[src/shared/rtcp_regs.vh]
// register offsets, field positions, reset values and timing counts of the prescaler/timer block
`ifndef RTCP_REGS_VH
`define RTCP_REGS_VH

// ----------------------------------------------------------------
// register offsets
// ----------------------------------------------------------------
`define RTCP_ADDR_CLK_OUT_CTRL   8'h0D
`define RTCP_ADDR_COUNTDOWN_CTRL 8'h0E
`define RTCP_ADDR_COUNTDOWN_VAL  8'h0F

// ----------------------------------------------------------------
// field positions
// ----------------------------------------------------------------
`define RTCP_ENABLE_BIT          7
`define RTCP_SEL_MSB             1
`define RTCP_SEL_LSB             0

// ----------------------------------------------------------------
// reset values
// ----------------------------------------------------------------
`define RTCP_RST_CLK_OUT_ENABLE  1'b1
`define RTCP_RST_CLK_OUT_SEL     2'b00
`define RTCP_RST_CD_ENABLE       1'b0
`define RTCP_RST_CD_SEL          2'b11
`define RTCP_RST_CD_VALUE        8'h00

// ----------------------------------------------------------------
// selector encodings
// ----------------------------------------------------------------
`define RTCP_CLK_SEL_32K         2'b00
`define RTCP_CLK_SEL_1K          2'b01
`define RTCP_CLK_SEL_32HZ        2'b10
`define RTCP_CLK_SEL_1HZ         2'b11
`define RTCP_CD_SEL_4K           2'b00
`define RTCP_CD_SEL_64HZ         2'b01
`define RTCP_CD_SEL_1HZ          2'b10
`define RTCP_CD_SEL_MIN          2'b11

// ----------------------------------------------------------------
// prescaler taps and counts (prescaler bit k runs at 16384 / 2^k Hz)
// ----------------------------------------------------------------
`define RTCP_TAP_4K              2
`define RTCP_TAP_1K              4
`define RTCP_TAP_64HZ            8
`define RTCP_TAP_32HZ            9
`define RTCP_TAP_1HZ             14
`define RTCP_HALT_LOW_BITS       2
`define RTCP_MIN_DIV             6'h3B
`define RTCP_TEST_SEC_BIT        5

// ----------------------------------------------------------------
// timing
// ----------------------------------------------------------------
`define RTCP_CLK_PERIOD_NS       20
`define RTCP_IRQ_PULSE_NS        15625

`endif

[src/verilog/rtcp_sync.v]
// two flip-flop synchroniser for pin-level inputs
module rtcp_sync #(
  parameter WIDTH = 1
) (
  // clock and reset
  input  wire             mclk,
  input  wire             reset_n,
  // asynchronous in, synchronous out
  input  wire [WIDTH-1:0] async_in,
  output reg  [WIDTH-1:0] sync_out
);

  reg [WIDTH-1:0] meta_r;

  always @(posedge mclk)
  begin
    if (!reset_n)
    begin
      meta_r   <= {WIDTH{1'b0}};
      sync_out <= {WIDTH{1'b0}};
    end
    else
    begin
      meta_r   <= async_in;
      sync_out <= meta_r;
    end
  end

endmodule // rtcp_sync

[src/verilog/rtcp_timer.v]
// prescaler, clock output and countdown timer of the real-time clock
`include "rtcp_regs.vh"

// What this block does
// - clock output select: 32k, 1k, 32Hz, 1Hz
// - enable bit low floats clock output pin
// - defaults: output enabled, 32k selected
// - 8-bit down-counter, loaded by software
// - source select: 4096, 64, 1, 1/60 Hz
// - counts only when enable set, default off
// - countdown end sets flag
// - flag cleared only by host
// - irq pulses or follows flag per mode
// - read returns live countdown value
// - period is n over source frequency
// - test mode: pin becomes 64Hz input
// - test mode: 64 edges per second
// - halt in test zeroes prescaler, holds
// - after test halt: 32, then 64 edges
// - halt holds upper stages, no seconds
// - halt keeps 32k output, stops others
// - lowest two stages ignore halt
// - first second about half second after release
module rtcp_timer #(
  parameter IRQ_PULSE_CYC = (`RTCP_IRQ_PULSE_NS + `RTCP_CLK_PERIOD_NS - 1) / `RTCP_CLK_PERIOD_NS
) (
  // clock and reset
  input  wire       mclk,
  input  wire       reset_n,
  // register port from the serial engine
  input  wire [7:0] reg_addr,
  input  wire [7:0] reg_wdata,
  input  wire       reg_we,
  input  wire       reg_re,
  output reg  [7:0] reg_rdata,
  // control bits held elsewhere
  input  wire       time_halt,
  input  wire       ext_clock_test_enable,
  input  wire       countdown_irq_pulse_mode,
  input  wire       countdown_flag_clear,
  // oscillator and clock output pin
  input  wire       osc_32k,
  input  wire       clock_output_pin_in,
  output reg        clock_output_pin_out,
  output reg        clock_output_pin_oe,
  // status and interrupt
  output reg        countdown_flag,
  output reg        sec_tick,
  output reg        irq_n_out,
  output reg        irq_n_oe
);

  // ----------------------------------------------------------------
  // synchronised pins
  // ----------------------------------------------------------------
  wire [1:0] pins_sync;
  reg        osc_d_r;
  reg        ext_d_r;
  wire       osc_rise;
  wire       ext_rise;

  rtcp_sync #(
    .WIDTH (2)
  ) u_sync (
    .mclk     (mclk),
    .reset_n  (reset_n),
    .async_in ({clock_output_pin_in, osc_32k}),
    .sync_out (pins_sync)
  );

  always @(posedge mclk)
  begin
    if (!reset_n)
    begin
      osc_d_r <= 1'b0;
      ext_d_r <= 1'b0;
    end
    else
    begin
      osc_d_r <= pins_sync[0];
      ext_d_r <= pins_sync[1];
    end
  end

  assign osc_rise = pins_sync[0] & ~osc_d_r;
  assign ext_rise = pins_sync[1] & ~ext_d_r;

  // ----------------------------------------------------------------
  // registers
  // ----------------------------------------------------------------
  reg        clk_out_enable_r;
  reg  [1:0] clk_out_freq_sel_r;
  reg        countdown_enable_r;
  reg  [1:0] countdown_src_sel_r;
  reg  [7:0] reload_r;
  reg  [7:0] count_r;
  reg  [7:0] count_nxt;
  reg        load_pend_r;
  wire       wr_clk   = reg_we & (reg_addr == `RTCP_ADDR_CLK_OUT_CTRL);
  wire       wr_cd    = reg_we & (reg_addr == `RTCP_ADDR_COUNTDOWN_CTRL);
  wire       wr_value = reg_we & (reg_addr == `RTCP_ADDR_COUNTDOWN_VAL);

  always @(posedge mclk)
  begin
    if (!reset_n)
    begin
      clk_out_enable_r    <= `RTCP_RST_CLK_OUT_ENABLE;
      clk_out_freq_sel_r  <= `RTCP_RST_CLK_OUT_SEL;
      countdown_enable_r  <= `RTCP_RST_CD_ENABLE;
      countdown_src_sel_r <= `RTCP_RST_CD_SEL;
    end
    else
    begin
      if (wr_clk)
      begin
        clk_out_enable_r   <= reg_wdata[`RTCP_ENABLE_BIT];
        clk_out_freq_sel_r <= reg_wdata[`RTCP_SEL_MSB:`RTCP_SEL_LSB];
      end
      if (wr_cd)
      begin
        countdown_enable_r  <= reg_wdata[`RTCP_ENABLE_BIT];
        countdown_src_sel_r <= reg_wdata[`RTCP_SEL_MSB:`RTCP_SEL_LSB];
      end
    end
  end

  // read data: live counter, no snapshot, so host double-reads
  always @(posedge mclk)
  begin
    if (!reset_n)
      reg_rdata <= 8'h00;
    else if (reg_re)
    begin
      case (reg_addr)
        `RTCP_ADDR_CLK_OUT_CTRL:
          reg_rdata <= {clk_out_enable_r, 5'b0_0000, clk_out_freq_sel_r};
        `RTCP_ADDR_COUNTDOWN_CTRL:
          reg_rdata <= {countdown_enable_r, 5'b0_0000, countdown_src_sel_r};
        `RTCP_ADDR_COUNTDOWN_VAL:
          reg_rdata <= count_r;
        default:
          reg_rdata <= 8'h00;
      endcase
    end
  end

  // ----------------------------------------------------------------
  // prescaler
  // ----------------------------------------------------------------
  reg  [14:0] pre_r;
  reg  [14:0] pre_nxt;
  reg  [5:0]  test_pre_r;
  reg  [5:0]  min_div_r;
  reg         sec_src_d_r;
  wire        sec_src;
  wire        sec_rise;

  always @*
  begin
    pre_nxt = pre_r;
    if (osc_rise)
      pre_nxt = pre_r + 15'h0001;
    // upper stages held at zero, low two keep running
    if (time_halt)
      pre_nxt[14:`RTCP_HALT_LOW_BITS] = 13'h0000;
  end

  always @(posedge mclk)
  begin
    if (!reset_n)
      pre_r <= 15'h0000;
    else
      pre_r <= pre_nxt;
  end

  // test divider: 64 pin edges per second, zeroed by halt
  always @(posedge mclk)
  begin
    if (!reset_n)
      test_pre_r <= 6'h00;
    else if (time_halt)
      test_pre_r <= 6'h00;
    else if (ext_clock_test_enable && ext_rise)
      test_pre_r <= test_pre_r + 6'h01;
  end

  // bit 5 rises after 32 edges from zero, then every 64
  assign sec_src = ext_clock_test_enable ? test_pre_r[`RTCP_TEST_SEC_BIT]
                                         : pre_r[`RTCP_TAP_1HZ];

  always @(posedge mclk)
  begin
    if (!reset_n)
      sec_src_d_r <= 1'b0;
    else
      sec_src_d_r <= sec_src;
  end

  assign sec_rise = sec_src & ~sec_src_d_r & ~time_halt;

  always @(posedge mclk)
  begin
    if (!reset_n)
      sec_tick <= 1'b0;
    else
      sec_tick <= sec_rise;
  end

  // ----------------------------------------------------------------
  // countdown source ticks
  // ----------------------------------------------------------------
  reg  [7:0] tap_d_r;
  wire [7:0] taps;
  wire [7:0] tap_rise;
  reg        min_tick;
  reg        cd_tick;

  // test mode bypasses the 64 Hz tap: each pin rising edge outside halt is a countdown tick (see cd_tick)
  assign taps = {6'h00, pre_r[`RTCP_TAP_64HZ], pre_r[`RTCP_TAP_4K]};
  assign tap_rise = taps & ~tap_d_r;

  always @(posedge mclk)
  begin
    if (!reset_n)
      tap_d_r <= 8'h00;
    else
      tap_d_r <= taps;
  end

  always @(posedge mclk)
  begin
    if (!reset_n)
    begin
      min_div_r <= 6'h00;
      min_tick  <= 1'b0;
    end
    else
    begin
      min_tick <= 1'b0;
      if (sec_rise)
      begin
        if (min_div_r == `RTCP_MIN_DIV)
        begin
          min_div_r <= 6'h00;
          min_tick  <= 1'b1;
        end
        else
          min_div_r <= min_div_r + 6'h01;
      end
    end
  end

  always @*
  begin
    case (countdown_src_sel_r)
      `RTCP_CD_SEL_4K:   cd_tick = tap_rise[0];
      `RTCP_CD_SEL_64HZ: cd_tick = ext_clock_test_enable ? (ext_rise & ~time_halt) : tap_rise[1];
      `RTCP_CD_SEL_1HZ:  cd_tick = sec_rise;
      `RTCP_CD_SEL_MIN:  cd_tick = min_tick;
      default:           cd_tick = 1'b0;
    endcase
  end

  // ----------------------------------------------------------------
  // countdown counter
  // ----------------------------------------------------------------
  wire cd_done = countdown_enable_r & cd_tick & (reload_r != 8'h00) & (count_r == 8'h01);

  always @*
  begin
    count_nxt = count_r;
    if (wr_value)
      count_nxt = reg_wdata;
    else if (countdown_enable_r && cd_tick)
    begin
      if (cd_done)
        count_nxt = reload_r;
      else if (count_r != 8'h00)
        count_nxt = count_r - 8'h01;
      else if (load_pend_r)
        count_nxt = reload_r;
    end
  end

  always @(posedge mclk)
  begin
    if (!reset_n)
    begin
      reload_r    <= `RTCP_RST_CD_VALUE;
      count_r     <= `RTCP_RST_CD_VALUE;
      load_pend_r <= 1'b0;
    end
    else
    begin
      count_r <= count_nxt;
      if (wr_value)
      begin
        reload_r    <= reg_wdata;
        load_pend_r <= 1'b1;
      end
    end
  end

  // ----------------------------------------------------------------
  // flag and interrupt
  // ----------------------------------------------------------------
  reg [15:0] pulse_cnt_r;
  wire       irq_act;

  // a completion in the clearing cycle still sets the flag
  always @(posedge mclk)
  begin
    if (!reset_n)
      countdown_flag <= 1'b0;
    else if (cd_done)
      countdown_flag <= 1'b1;
    else if (countdown_flag_clear)
      countdown_flag <= 1'b0;
  end

  always @(posedge mclk)
  begin
    if (!reset_n)
      pulse_cnt_r <= 16'h0000;
    else if (cd_done)
      pulse_cnt_r <= IRQ_PULSE_CYC[15:0];
    else if (pulse_cnt_r != 16'h0000)
      pulse_cnt_r <= pulse_cnt_r - 16'h0001;
  end

  assign irq_act = countdown_irq_pulse_mode ? (pulse_cnt_r != 16'h0000) : countdown_flag;

  // open drain: only ever pulls low
  always @(posedge mclk)
  begin
    if (!reset_n)
    begin
      irq_n_out <= 1'b0;
      irq_n_oe  <= 1'b0;
    end
    else
    begin
      irq_n_out <= 1'b0;
      irq_n_oe  <= irq_act;
    end
  end

  // ----------------------------------------------------------------
  // clock output pin
  // ----------------------------------------------------------------
  reg clk_sel;

  always @*
  begin
    case (clk_out_freq_sel_r)
      `RTCP_CLK_SEL_32K:  clk_sel = pins_sync[0];
      `RTCP_CLK_SEL_1K:   clk_sel = pre_r[`RTCP_TAP_1K] & ~time_halt;
      `RTCP_CLK_SEL_32HZ: clk_sel = pre_r[`RTCP_TAP_32HZ] & ~time_halt;
      `RTCP_CLK_SEL_1HZ:  clk_sel = pre_r[`RTCP_TAP_1HZ] & ~time_halt;
      default:            clk_sel = 1'b0;
    endcase
  end

  always @(posedge mclk)
  begin
    if (!reset_n)
    begin
      clock_output_pin_out <= 1'b0;
      clock_output_pin_oe  <= 1'b0;
    end
    else
    begin
      clock_output_pin_out <= clk_sel;
      // test mode turns the pin round to an input
      clock_output_pin_oe  <= clk_out_enable_r & ~ext_clock_test_enable;
    end
  end

endmodule // rtcp_timer

[config.mk]
export PLATFORM = sky130hd
export DESIGN_NAME = rtcp_timer
export DESIGN_NICKNAME = d
export VERILOG_FILES = /design/src/verilog/rtcp_sync.v /design/src/verilog/rtcp_timer.v
export VERILOG_INCLUDE_DIRS = /design/src /design/src/shared
export SDC_FILE = /design/constraint.sdc
export NUM_CORES = 1
export LEC_CHECK = 0
export ABC_AREA = 1
export BUFFER_PORTS_ARGS = -buffer_cell sky130_fd_sc_hd__buf_2
export CORE_MARGIN = 2
export CORE_UTILIZATION = 30
export CTS_BUF_LIST = sky130_fd_sc_hd__clkbuf_4 sky130_fd_sc_hd__clkbuf_8
export DETAILED_ROUTE_END_ITERATION = 8
export GPL_ROUTABILITY_DRIVEN = 1
export SETUP_SLACK_MARGIN = 0.02
export SLEW_MARGIN = 25
export SYNTH_ARGS = -nofsm -noshare
export SYNTH_HDL_FRONTEND = slang
export SYNTH_SLANG_ARGS = --single-unit
[constraint.sdc]
create_clock -name mclk -period 4.6 [get_ports mclk]
set_input_delay 0.69 -clock mclk [delete_from_list [all_inputs] [get_ports mclk]]
set_output_delay 0.69 -clock mclk [all_outputs]
set_load 0.05 [all_outputs]
* Word-level counts from Yosys, hierarchy flattened
Index checks and enable logic that the tools add are counted.
** Storage, ports and cells
- Bits in registers :: 89
- Bits in latches :: 0
- RAM bits :: 0
- Memory bits (read-only) :: 0
- Input port bits :: 26
- Output and inout bits :: 14
- Logic and storage cells :: 97
- Memories :: 0
** Cells by class
- Add/subtract/negate cells :: 5
- Multipliers :: 0
- Div/mod/pow operators :: 0
- Magnitude comparators :: 0
- Equality and inequality tests :: 11
- Shift-type cells :: 0
- Muxes and demuxes :: 17
- Bitwise operators :: 23
- Reductions and logical operators :: 15
** Operators with widths (number)
- $mux 8 :: 5
- $eq 8x4->1 const B :: 3
- $pmux 8 s3 :: 1
- $mux 10 :: 2
- $reduce_bool 16->1 :: 1
- $reduce_bool 8->1 :: 2
- $sub 16x1->16 const B :: 1
- $add 15x1->15 const B :: 1
- $and 1x1->1 :: 15
- $add 6x1->6 const B :: 2
- $eq 2x2->1 const B :: 4
- $eq 8x1->1 const B :: 1
- $pmux 1 s4 :: 2
- $sub 8x1->8 const B :: 1
- $eq 6x6->1 const B :: 1
- $mux 1 :: 6
- $mux 6 :: 1
- $not 1->1 :: 6
- $reduce_bool 2->1 :: 3
- $eq 2x1->1 const B :: 2
- $logic_not 2->1 :: 2
- $reduce_and 2->1 :: 2
- $reduce_bool 4->1 :: 1
- $reduce_or 2->1 :: 2
- 3 further kinds :: 4

* Logic depth before layout (Yosys ltp)
Gate-level depths: netlist of run 1.
- Depth in word-level cells :: 11
- Gate-level depth with buffers :: 13
- Gate-level depth less buffers :: 12

* By module
Synthesis of run 1 repeated with hierarchy kept, for this count alone.
** Second synthesis, totals
- Cells, all modules :: 604
- Area, all modules :: 4367.9 um2
** Modules (own cells, without submodules)
- rtcp_timer :: times used 1, cells an instance 592, area an instance 4257.8 um2, seq. area each 1701.6 um2
- rtcp_sync :: times used 1, cells an instance 12, area an instance 110.1 um2, seq. area each 80.1 um2

* Least setup slack after synthesis of run 1
OpenSTA, ideal clock, no wires.
- Path kind :: input port to flip-flop
- Start point :: in reg_addr[7]
- End point :: reg count_r[2]
- Setup time :: 0.119 ns
- Arrival :: 1.643 ns
- Required time :: 4.481 ns
- Path slack :: 2.838 ns
- Stages on the path :: 10
- Path buffers :: 2
- Cells stage by stage :: nor2_1 -> nand2_1 -> inv_2 -> nand2_1 -> inv_2 -> nand2_2 -> buf_2 -> buf_4 -> nand3_1 -> a21oi_1
** Between the ends
- Word-level cells in the longest chain between the ends :: 4
** RTL lines
- start: declaration :: line rtcp_timer.v:31 : input wire [7:0] reg_addr,
- $eq 8x4->1 (*)
- $and 1x1->1 (*) :: line rtcp_timer.v:101 : wire wr_value = reg_we & (reg_addr == `RTCP_ADDR_COUNTDOWN_VAL);
- $reduce_bool 4->1 (no line) / $reduce_bool 2->1 (equally long branches)
- $reduce_and 2->1 (no line)
- end signal: assignment :: line rtcp_timer.v:290 : count_r <= `RTCP_RST_CD_VALUE;
- end signal: assignment :: line rtcp_timer.v:295 : count_r <= count_nxt;
- end: declaration :: line rtcp_timer.v:96 : reg [7:0] count_r;
Mark *: on every way between the ends. The rest lies on a longest branch, timed or not.
A chain may end at the register's enable or synchronous reset.

* Worst setup path in the final report of run 1
- Start point :: in reset_n
- End point :: reg test_pre_r[3]
** Between the ends
- Word-level cells in the longest chain between the ends :: 2
** RTL lines
- start: declaration :: line rtcp_timer.v:29 : input wire reset_n,
- $not 1->1 (no line)
- $reduce_or 2->1 (no line)
- end signal: assignment :: line rtcp_timer.v:184 : test_pre_r <= test_pre_r + 6'h01;
- end: declaration :: line rtcp_timer.v:152 : reg [5:0] test_pre_r;
No other way between the ends.

==> summary.md, run 1 <==
| Metric | Value |
|---|---|
| Outcome | `finished, final reports clean` |
| Beginning of the worst register-to-register path | `count_r[1]` |
| Setup Fix Bufs, Post-CTS | `0` |
| DIE AREA | `roughly 15000 um^2` |
| Post-synth EDFFs | `0` |
| Crit path from | `reset_n` |
| # IOs | `40` |
| Sequential share of power | `0.479` |
| CTS tree | `done` |
| Static Leak | `0.00216 uW` |
| Syn-to-layout area delta | `13.0%` |
| Critical Path, Cell by Cell | `buf_2, inv_1, nor2_1, buf_4, o21ai_0, a21oi_1` |
| Setup Viol. Count Final | `0` |
| Remaining antenna violation count after routing | `0` |
| Slowest CP cell | `inv_1` |
| Crit path largest cell delay | `0.51 ns` |
| CTS root buf | `clkbuf_8` |
| Row Count | `43` |
| MaxCap Viol Count | `0` |
| Met2 WL post-DR | `about 3700 um` |
| Initial Util | `0.307` |
| Worst r2r dst | `count_r[1]` |
| Final core occ | `0.347` |
| Setup TNS | `0 ns` |
| Synthesized area per cell | `~7 um^2` |
| Num CTS Buffers | `9` |
| DR WL/cell | `roughly 11 um` |
| Drt first-iter violations | `117` |
| Dominant cell type by area after synthesis | `dfxtp_1` |
| Detail Placement HPWL | `between 6000 and 7000 um` |
| CP Capture Type | `register` |
| Synth cell types | `40` |
| Largest cells by area after synthesis | `dfxtp_1 (42%), nand2_1 (10%), inv_1 (7.4%)` |
| CP max FO | `34` |
| Share of cells above drive strength 1 | `0.136` |
| Worst EP required | `about 4.9 ns` |
| Crit path DAT | `around 2.4 ns` |
| Hold_buf cts | `0` |
| Setup repair after global routing missed its margin | `no` |
| Die Wd | `about 120 um` |
| R2R setup slack | `2.77 ns` |
| Fin crit share | `0.448` |
| Met1 WL | `4690 um` |
| Total internal power | `around 1200 uW` |
| Hold WC Path Type | `register to register` |
| Critical setup path kind | `input pin to register` |
| PwrDens | `between 300 and 400 nW/um^2` |
| Post-route setup slack | `approximately 2.5 ns` |
| Critical path's top delay family | `buffers and inverters` |
| DR vias | `between 3000 and 4000` |
| Worst Skew | `between 0.008 and 0.009 ns` |
| Seq/Total Area, Yosys | `0.418` |
| Fin nets | `661` |
| Main synth FF type | `dfxtp_1` |
| Sw Ratio | `0.305` |
| Adder-Cell Fraction of Synth Area | `0.0205` |
| Port buffer count | `38` |
| Final non-filler cell total | `813` |
| Crit path to | `test_pre_r[3]` |
| Post-Route WL | `about 8900 um` |
| Die Y-Extent | `123 um` |
| Combinational fraction of design power | `0.210` |
| Synth cell count leaders | `nand2_1 (118), dfxtp_1 (89), inv_1 (84)` |
| Slew Limit Fails | `0` |
| Bufs and invs on worst path | `3` |
| Clk_lat worst skew | `approximately 0.37 ns` |
| Share of the synthesized area in the top cell type | `0.418` |
| TritonCTS Sinks | `89` |
| Startpoint types | `input pin` |
| Fmax | `486 MHz` |
| Clock power share | `0.311` |
| FFs w/ async S/R, synth | `0` |
| Flops & latches, synth | `89` |
| Reg2reg path depth | `9` |
| Synth Area in Compound Gates | `0.124` |
| Uppermost layer routed | `met4` |
| Peak supply drop | `approximately 0.00014 V` |
| Largest net degree at the start of global routing | `35` |
| Largest family of logic cells by synthesized area | `simple AND/OR/NAND/NOR gates` |
| Setup WS pre-CTS | `between 2 and 2.5 ns` |
| First-pass GRT wire length | `between 15000 and 20000 um` |
| Synth Instances | `591` |
| Worst-Margin Slew | `~0.75 ns` |
| DRT Pass-1 Iters | `4` |
| Post-synthesis simple-gate area fraction | `0.304` |
| Overflow after GRT | `0` |
| Critical path depth in cells | `6` |
| Core area | `roughly 14000 um^2` |
| Portion of netlist area occupied by mux cells | `0` |
| Count leader, synth | `nand2_1` |
| Yosys warnings | `0` |
| Drt via density | `roughly 4.5` |
| CTS H-Tree Depth | `3` |
| Met3 WL | `about 300 um` |
| CTS Buffer Depth | `2` |
| Global Route Usage Sum | `0.126` |
| Placed insts | `797` |
| Synth Area in XOR/XNOR | `0.0390` |
| Slew HR | `0.498` |
| Number of diodes | `0` |
| Initial antenna violation count | `0` |
| Post-cts gate resize count | `0` |
| GP Congestion | `roughly 0.83` |
| Psw | `544 uW` |
| Syn nets | `approximately 620` |
| Clk pin slew, worst setup/hold paths | `0.08 ns` |
| Min Tclk post-route | `just over 2 ns` |
| Number of global-route vias before repair | `about 3300` |
| Cell area after synthesis | `4260 um^2` |
| DRC | `0` |
| Final Hold Vio Count | `0` |
worst min path at each step:
stage	start	cells after the start	endpoint
finish	u_sync.meta_r[0]	2	u_sync.sync_out[0]
global route	u_sync.meta_r[0]	2	u_sync.sync_out[0]
detailed placement	u_sync.meta_r[0]	2	u_sync.sync_out[0]
global placement	u_sync.meta_r[0]	2	u_sync.sync_out[0]
CTS	u_sync.meta_r[0]	2	u_sync.sync_out[0]
floorplan	u_sync.meta_r[0]	2	u_sync.sync_out[0]
registers in the layout, summed over array words and instances (netlist names), 6 cells and up:
name         count
pulse_cnt_r     16
pre_r           15
count_r          8
reg_rdata        8
reload_r         8
min_div_r        6
test_pre_r       6
layer usage:
metal | track usage | up-vias
met5 | 0 | -
met2 | 0.191 | 51
li1 | - | 1965
met1 | 0.173 | 1595
met4 | 0.0554 | 0
met3 | 0.0263 | 13
worst register-to-register path, cell delays in order, from the launching register on:
cell and delay (ns):
dfxtp_1 0.34, inv_1 0.14, ha_1 0.19, inv_1 0.06, nor3_2 0.18, nand3_2 0.29, nand2_2 0.29, nand2_1 0.07
nand3_1 0.07, a21oi_1 0.06
power groups by stage:
stage | logic (uW) | registers [uW] | clock network [uW]
floorplan | 286 | 879 | 0
global placement | 370 | 872 | 0
detailed placement | 373 | 871 | 0
CTS | 376 | 853 | 574
global route | 429 | 860 | 607
finish | 373 | 853 | 554
cell type report:
| type | instances | area (um^2) |
|---|---|---|
| tap | 180 | 225 |
| multi-input combinational | 400 | 2080 |
| clock inverter | 3 | 40.0 |
| timing repair buffer | 39 | 198 |
| clock buffer | 13 | 160 |
| inverter | 89 | 334 |
| sequential | 89 | 1780 |
| fill | 1531 | 9060 |
cell usage in the layout (no fill, tap or decap), types with 6 or more instances in the layout:
| master | n |
|---|---|
| dfxtp_1 | 89 |
| nor2_1 | 68 |
| o211ai_1 | 6 |
| nand2_1 | 118 |
| nand4_1 | 8 |
| clkbuf_8 | 10 |
| o21ai_0 | 29 |
| inv_1 | 84 |
| nand2_2 | 7 |
| buf_2 | 38 |
| xor2_1 | 14 |
| nor3_1 | 12 |
| a21oi_1 | 49 |
| ha_1 | 7 |
| nand3_1 | 38 |
per-stage QoR:
stage	area (um^2)	hold WS, ns	total power, uW
2_1_floorplan	4260	0.390	1160
6_report	4820	0.423	1780
4_1_cts	4820	0.429	1800
3_3_place_gp	4620	0.406	1240
5_1_grt	4820	0.463	1900
3_5_place_dp	4620	0.409	1240
cell families (layout without fill, tap and decap cells):
group | after synthesis | after routing
AOI/OAI and AO/OA | 96 | 96
DFF | 89 | 89
other | 1 | 1
and+or+nand+nor | 277 | 277
buffers and inverters | 102 | 144
adders and majority gates | 7 | 7
xor gates and xnor gates | 19 | 19
No activity file was read; power rests on OpenSTA's default activity.
==> run 2, diff against run 1 <==
==> constraint.sdc (replaced) <==
create_clock -name mclk -period 1.9 [get_ports mclk]
set_input_delay 0.285 -clock mclk [delete_from_list [all_inputs] [get_ports mclk]]
set_output_delay 0.285 -clock mclk [all_outputs]
set_load 0.05 [all_outputs]
==> summary.md, run 2 (same netlist as run 1, synthesis figures left out) <==
| Metric | Value |
|---|---|
| Outcome | `finished, final reports clean` |
| GP Congestion | `0.796 (-4.3%)` |
| Psw | `1330 uW (+140%)` |
| Drt first-iter violations | `166 (+42%)` |
| CTS H-Tree Depth | `3 (unchanged)` |
| Worst EP required | `2.17 ns (-2.73 ns)` |
| Sequential share of power | `0.462 (-0.017)` |
| Initial antenna violation count | `0 (unchanged)` |
| Num CTS Buffers | `9 (unchanged)` |
| Drt via density | `4.41 (-1.0%)` |
| Total internal power | `3140 uW (+150%)` |
| CTS root buf | `clkbuf_8` |
| Combinational fraction of design power | `0.212 (+0.002)` |
| Setup Viol. Count Final | `0 (unchanged)` |
| DR WL/cell | `11.0 um (+0.67%)` |
| CTS tree | `done` |
| Commonest non-fill, non-tap cell in the layout | `nand2_1` |
| Crit path DAT | `1.98 ns (-0.38 ns)` |
| Top Registers | `pulse_cnt_r (16), pre_r (15)` |
| Syn-to-layout area delta | `16.0%` |
| Sequential Area | `1780 um^2 (unchanged)` |
| Worst Skew | `0.0149 ns (+0.00659 ns)` |
| Hold_buf cts | `0 (unchanged)` |
| Fin crit share | `0.903` |
| Number of global-route vias before repair | `3309 (+0.64%)` |
| TritonCTS Sinks | `89 (unchanged)` |
| Reg with most FFs | `pulse_cnt_r` |
| Final Instance Area | `4950 um^2 (+2.6%)` |
| DRT Pass-1 Iters | `4 (unchanged)` |
| Sw Ratio | `0.298 (-0.00737)` |
| Post-Route WL | `9080 um (+2.0%)` |
| Global Route Usage Sum | `0.130 (+0.00339)` |
| CP max FO | `7 (-79%)` |
| Initial Util | `0.307 (unchanged)` |
| Min Hold Slack | `0.109 ns (-0.314 ns)` |
| Number of diodes | `0 (unchanged)` |
| CTS Buffer Depth | `2 (unchanged)` |
| Static Leak | `0.00222 uW (+3.0%)` |
| Min Tclk post-route | `approximately 1.7 ns` |
| Startpoint types | `register` |
| Clk_lat worst skew | `0.36 ns (about the same)` |
| Row Count | `43 (unchanged)` |
| Largest net degree at the start of global routing | `23 (-34%)` |
| Slew Limit Fails | `0 (unchanged)` |
| MaxCap Viol Count | `0 (unchanged)` |
| DIE AREA | `15200 um^2 (unchanged)` |
| Setup TNS | `0 ns (unchanged)` |
| Die Y-Extent | `123 um (unchanged)` |
| Clk pin slew, worst setup/hold paths | `0.08 ns (about the same)` |
| Placed insts | `807 (+1.3%)` |
| Core area | `13900 um^2 (unchanged)` |
| Final non-filler cell total | `824 (+1.4%)` |
| Final Hold Vio Count | `0 (unchanged)` |
| Slowest CP cell | `dfxtp_1` |
| Hold WC Path Type | `input pin to register` |
| Port buffer count | `38 (unchanged)` |
| Fmax | `roughly 580 MHz` |
| DR vias | `3636 (+0.33%)` |
| Most frequent cells in the layout | `nand2_1 (118), dfxtp_1 (89), inv_1 (84), nor2_1 (67), a21oi_1 (49)` |
| Setup repair after global routing missed its margin | `no` |
| CP Capture Type | `register` |
| Area of the multi-input gates | `2100 um^2 (+0.72%)` |
| Crit path largest cell delay | `0.34 ns (-0.17 ns)` |
| Remaining antenna violation count after routing | `0 (unchanged)` |
| Overflow after GRT | `0 (unchanged)` |
| PwrDens | `903 nW/um^2 (+140%)` |
| Detail Placement HPWL | `6770 um (+3.9%)` |
| Clock power share | `0.326 (+0.015)` |
| Share of cells above drive strength 1 | `0.154 (+0.0179)` |
| Post-place instance area | `4690 um^2 (+1.6%)` |
| Fillers | `1508 (-1.5%)` |
| Critical Path, Cell by Cell | `inv_1, ha_1, nand2_1, nor3_1, nand2_1, nand3_2, nand2_2, o21ai_0, inv_1, nand2_1, inv_1` |
| DRC | `0 (unchanged)` |
| Peak supply drop | `0.000426 V (+200%)` |
| First-pass GRT wire length | `15600 um (+2.6%)` |
| Max reg flops | `16 (unchanged)` |
| Die Wd | `123 um (unchanged)` |
| # IOs | `40 (unchanged)` |
| Critical setup path kind | `register to register` |
| Fin nets | `672 (+1.7%)` |
run 2: cell types whose count changed in the layout (fill, tap and decap cells not counted), sizes merged:
cell | before | now
buf | 39 | 50
clkbuf | 13 | 15
clkinv | 2 | 0
run 2: worst max-delay path, delay by kind of cell, from the launching register on:
family	cells	cell delay, ns
buffers and inverters	3	0.23
and+or+nand+nor	6	0.65
adders and majority gates	1	0.21
DFF	1	0.34
AOI/OAI and AO/OA	1	0.19
run 2: what timing repair did:
action	in CTS	in global routing
resized for setup	0	3
endpoints found under the setup margin	0	5
setup buffers	0	1
run 2: path summary, 6_finish.rpt:
path,end,startpoint,cells past startpoint,slack [ns]
max,count_r[7],count_r[1],11,0.18
min,u_sync.meta_r[1],clock_output_pin_in,3,0.11
max reg2reg,count_r[7],count_r[1],11,0.18
min reg2reg,u_sync.sync_out[0],u_sync.meta_r[0],2,0.43
run 2: power by group through the flow:
stage	clock [uW]	sequential (uW)	combinational [uW]
floorplan	0	2130	692
global placement	0	2110	922
detailed placement	0	2110	917
CTS	1510	2070	923
global route	1600	2090	1110
finish	1460	2070	947
run 2: per-layer routing:
| metal | GRT usage | vias up | share of wire |
|---|---|---|---|
| met2 | 0.201 | 65 | 0.44 |
| met1 | 0.174 | 1570 | 0.50 |
| met3 | 0.0360 | 17 | 0.039 |
| met4 | 0.0440 | 0 | 0.020 |
| li1 | - | 1984 | - |
| met5 | 0 | - | 0 |
run 2: area by class of cell:
class / instances / area share
Clock buffer: 15 / 0.0405
Inverter: 89 / 0.0675
Clock inverter: 1 / 0.00607
Tap cell: 180 / 0.0455
Multi-Input combinational cell: 400 / 0.424
Sequential cell: 89 / 0.360
Timing Repair Buffer: 50 / 0.0567
run 2: stage by stage:
step	util	setup WS [ns]	total power (uW)
2_1_floorplan	-	0.437	2820
3_3_place_gp	0.338	0.190	3030
3_5_place_dp	0.338	0.170	3030
4_1_cts	0.355	0.152	4500
5_1_grt	0.356	0.0223	4790
6_report	0.356	0.185	4470
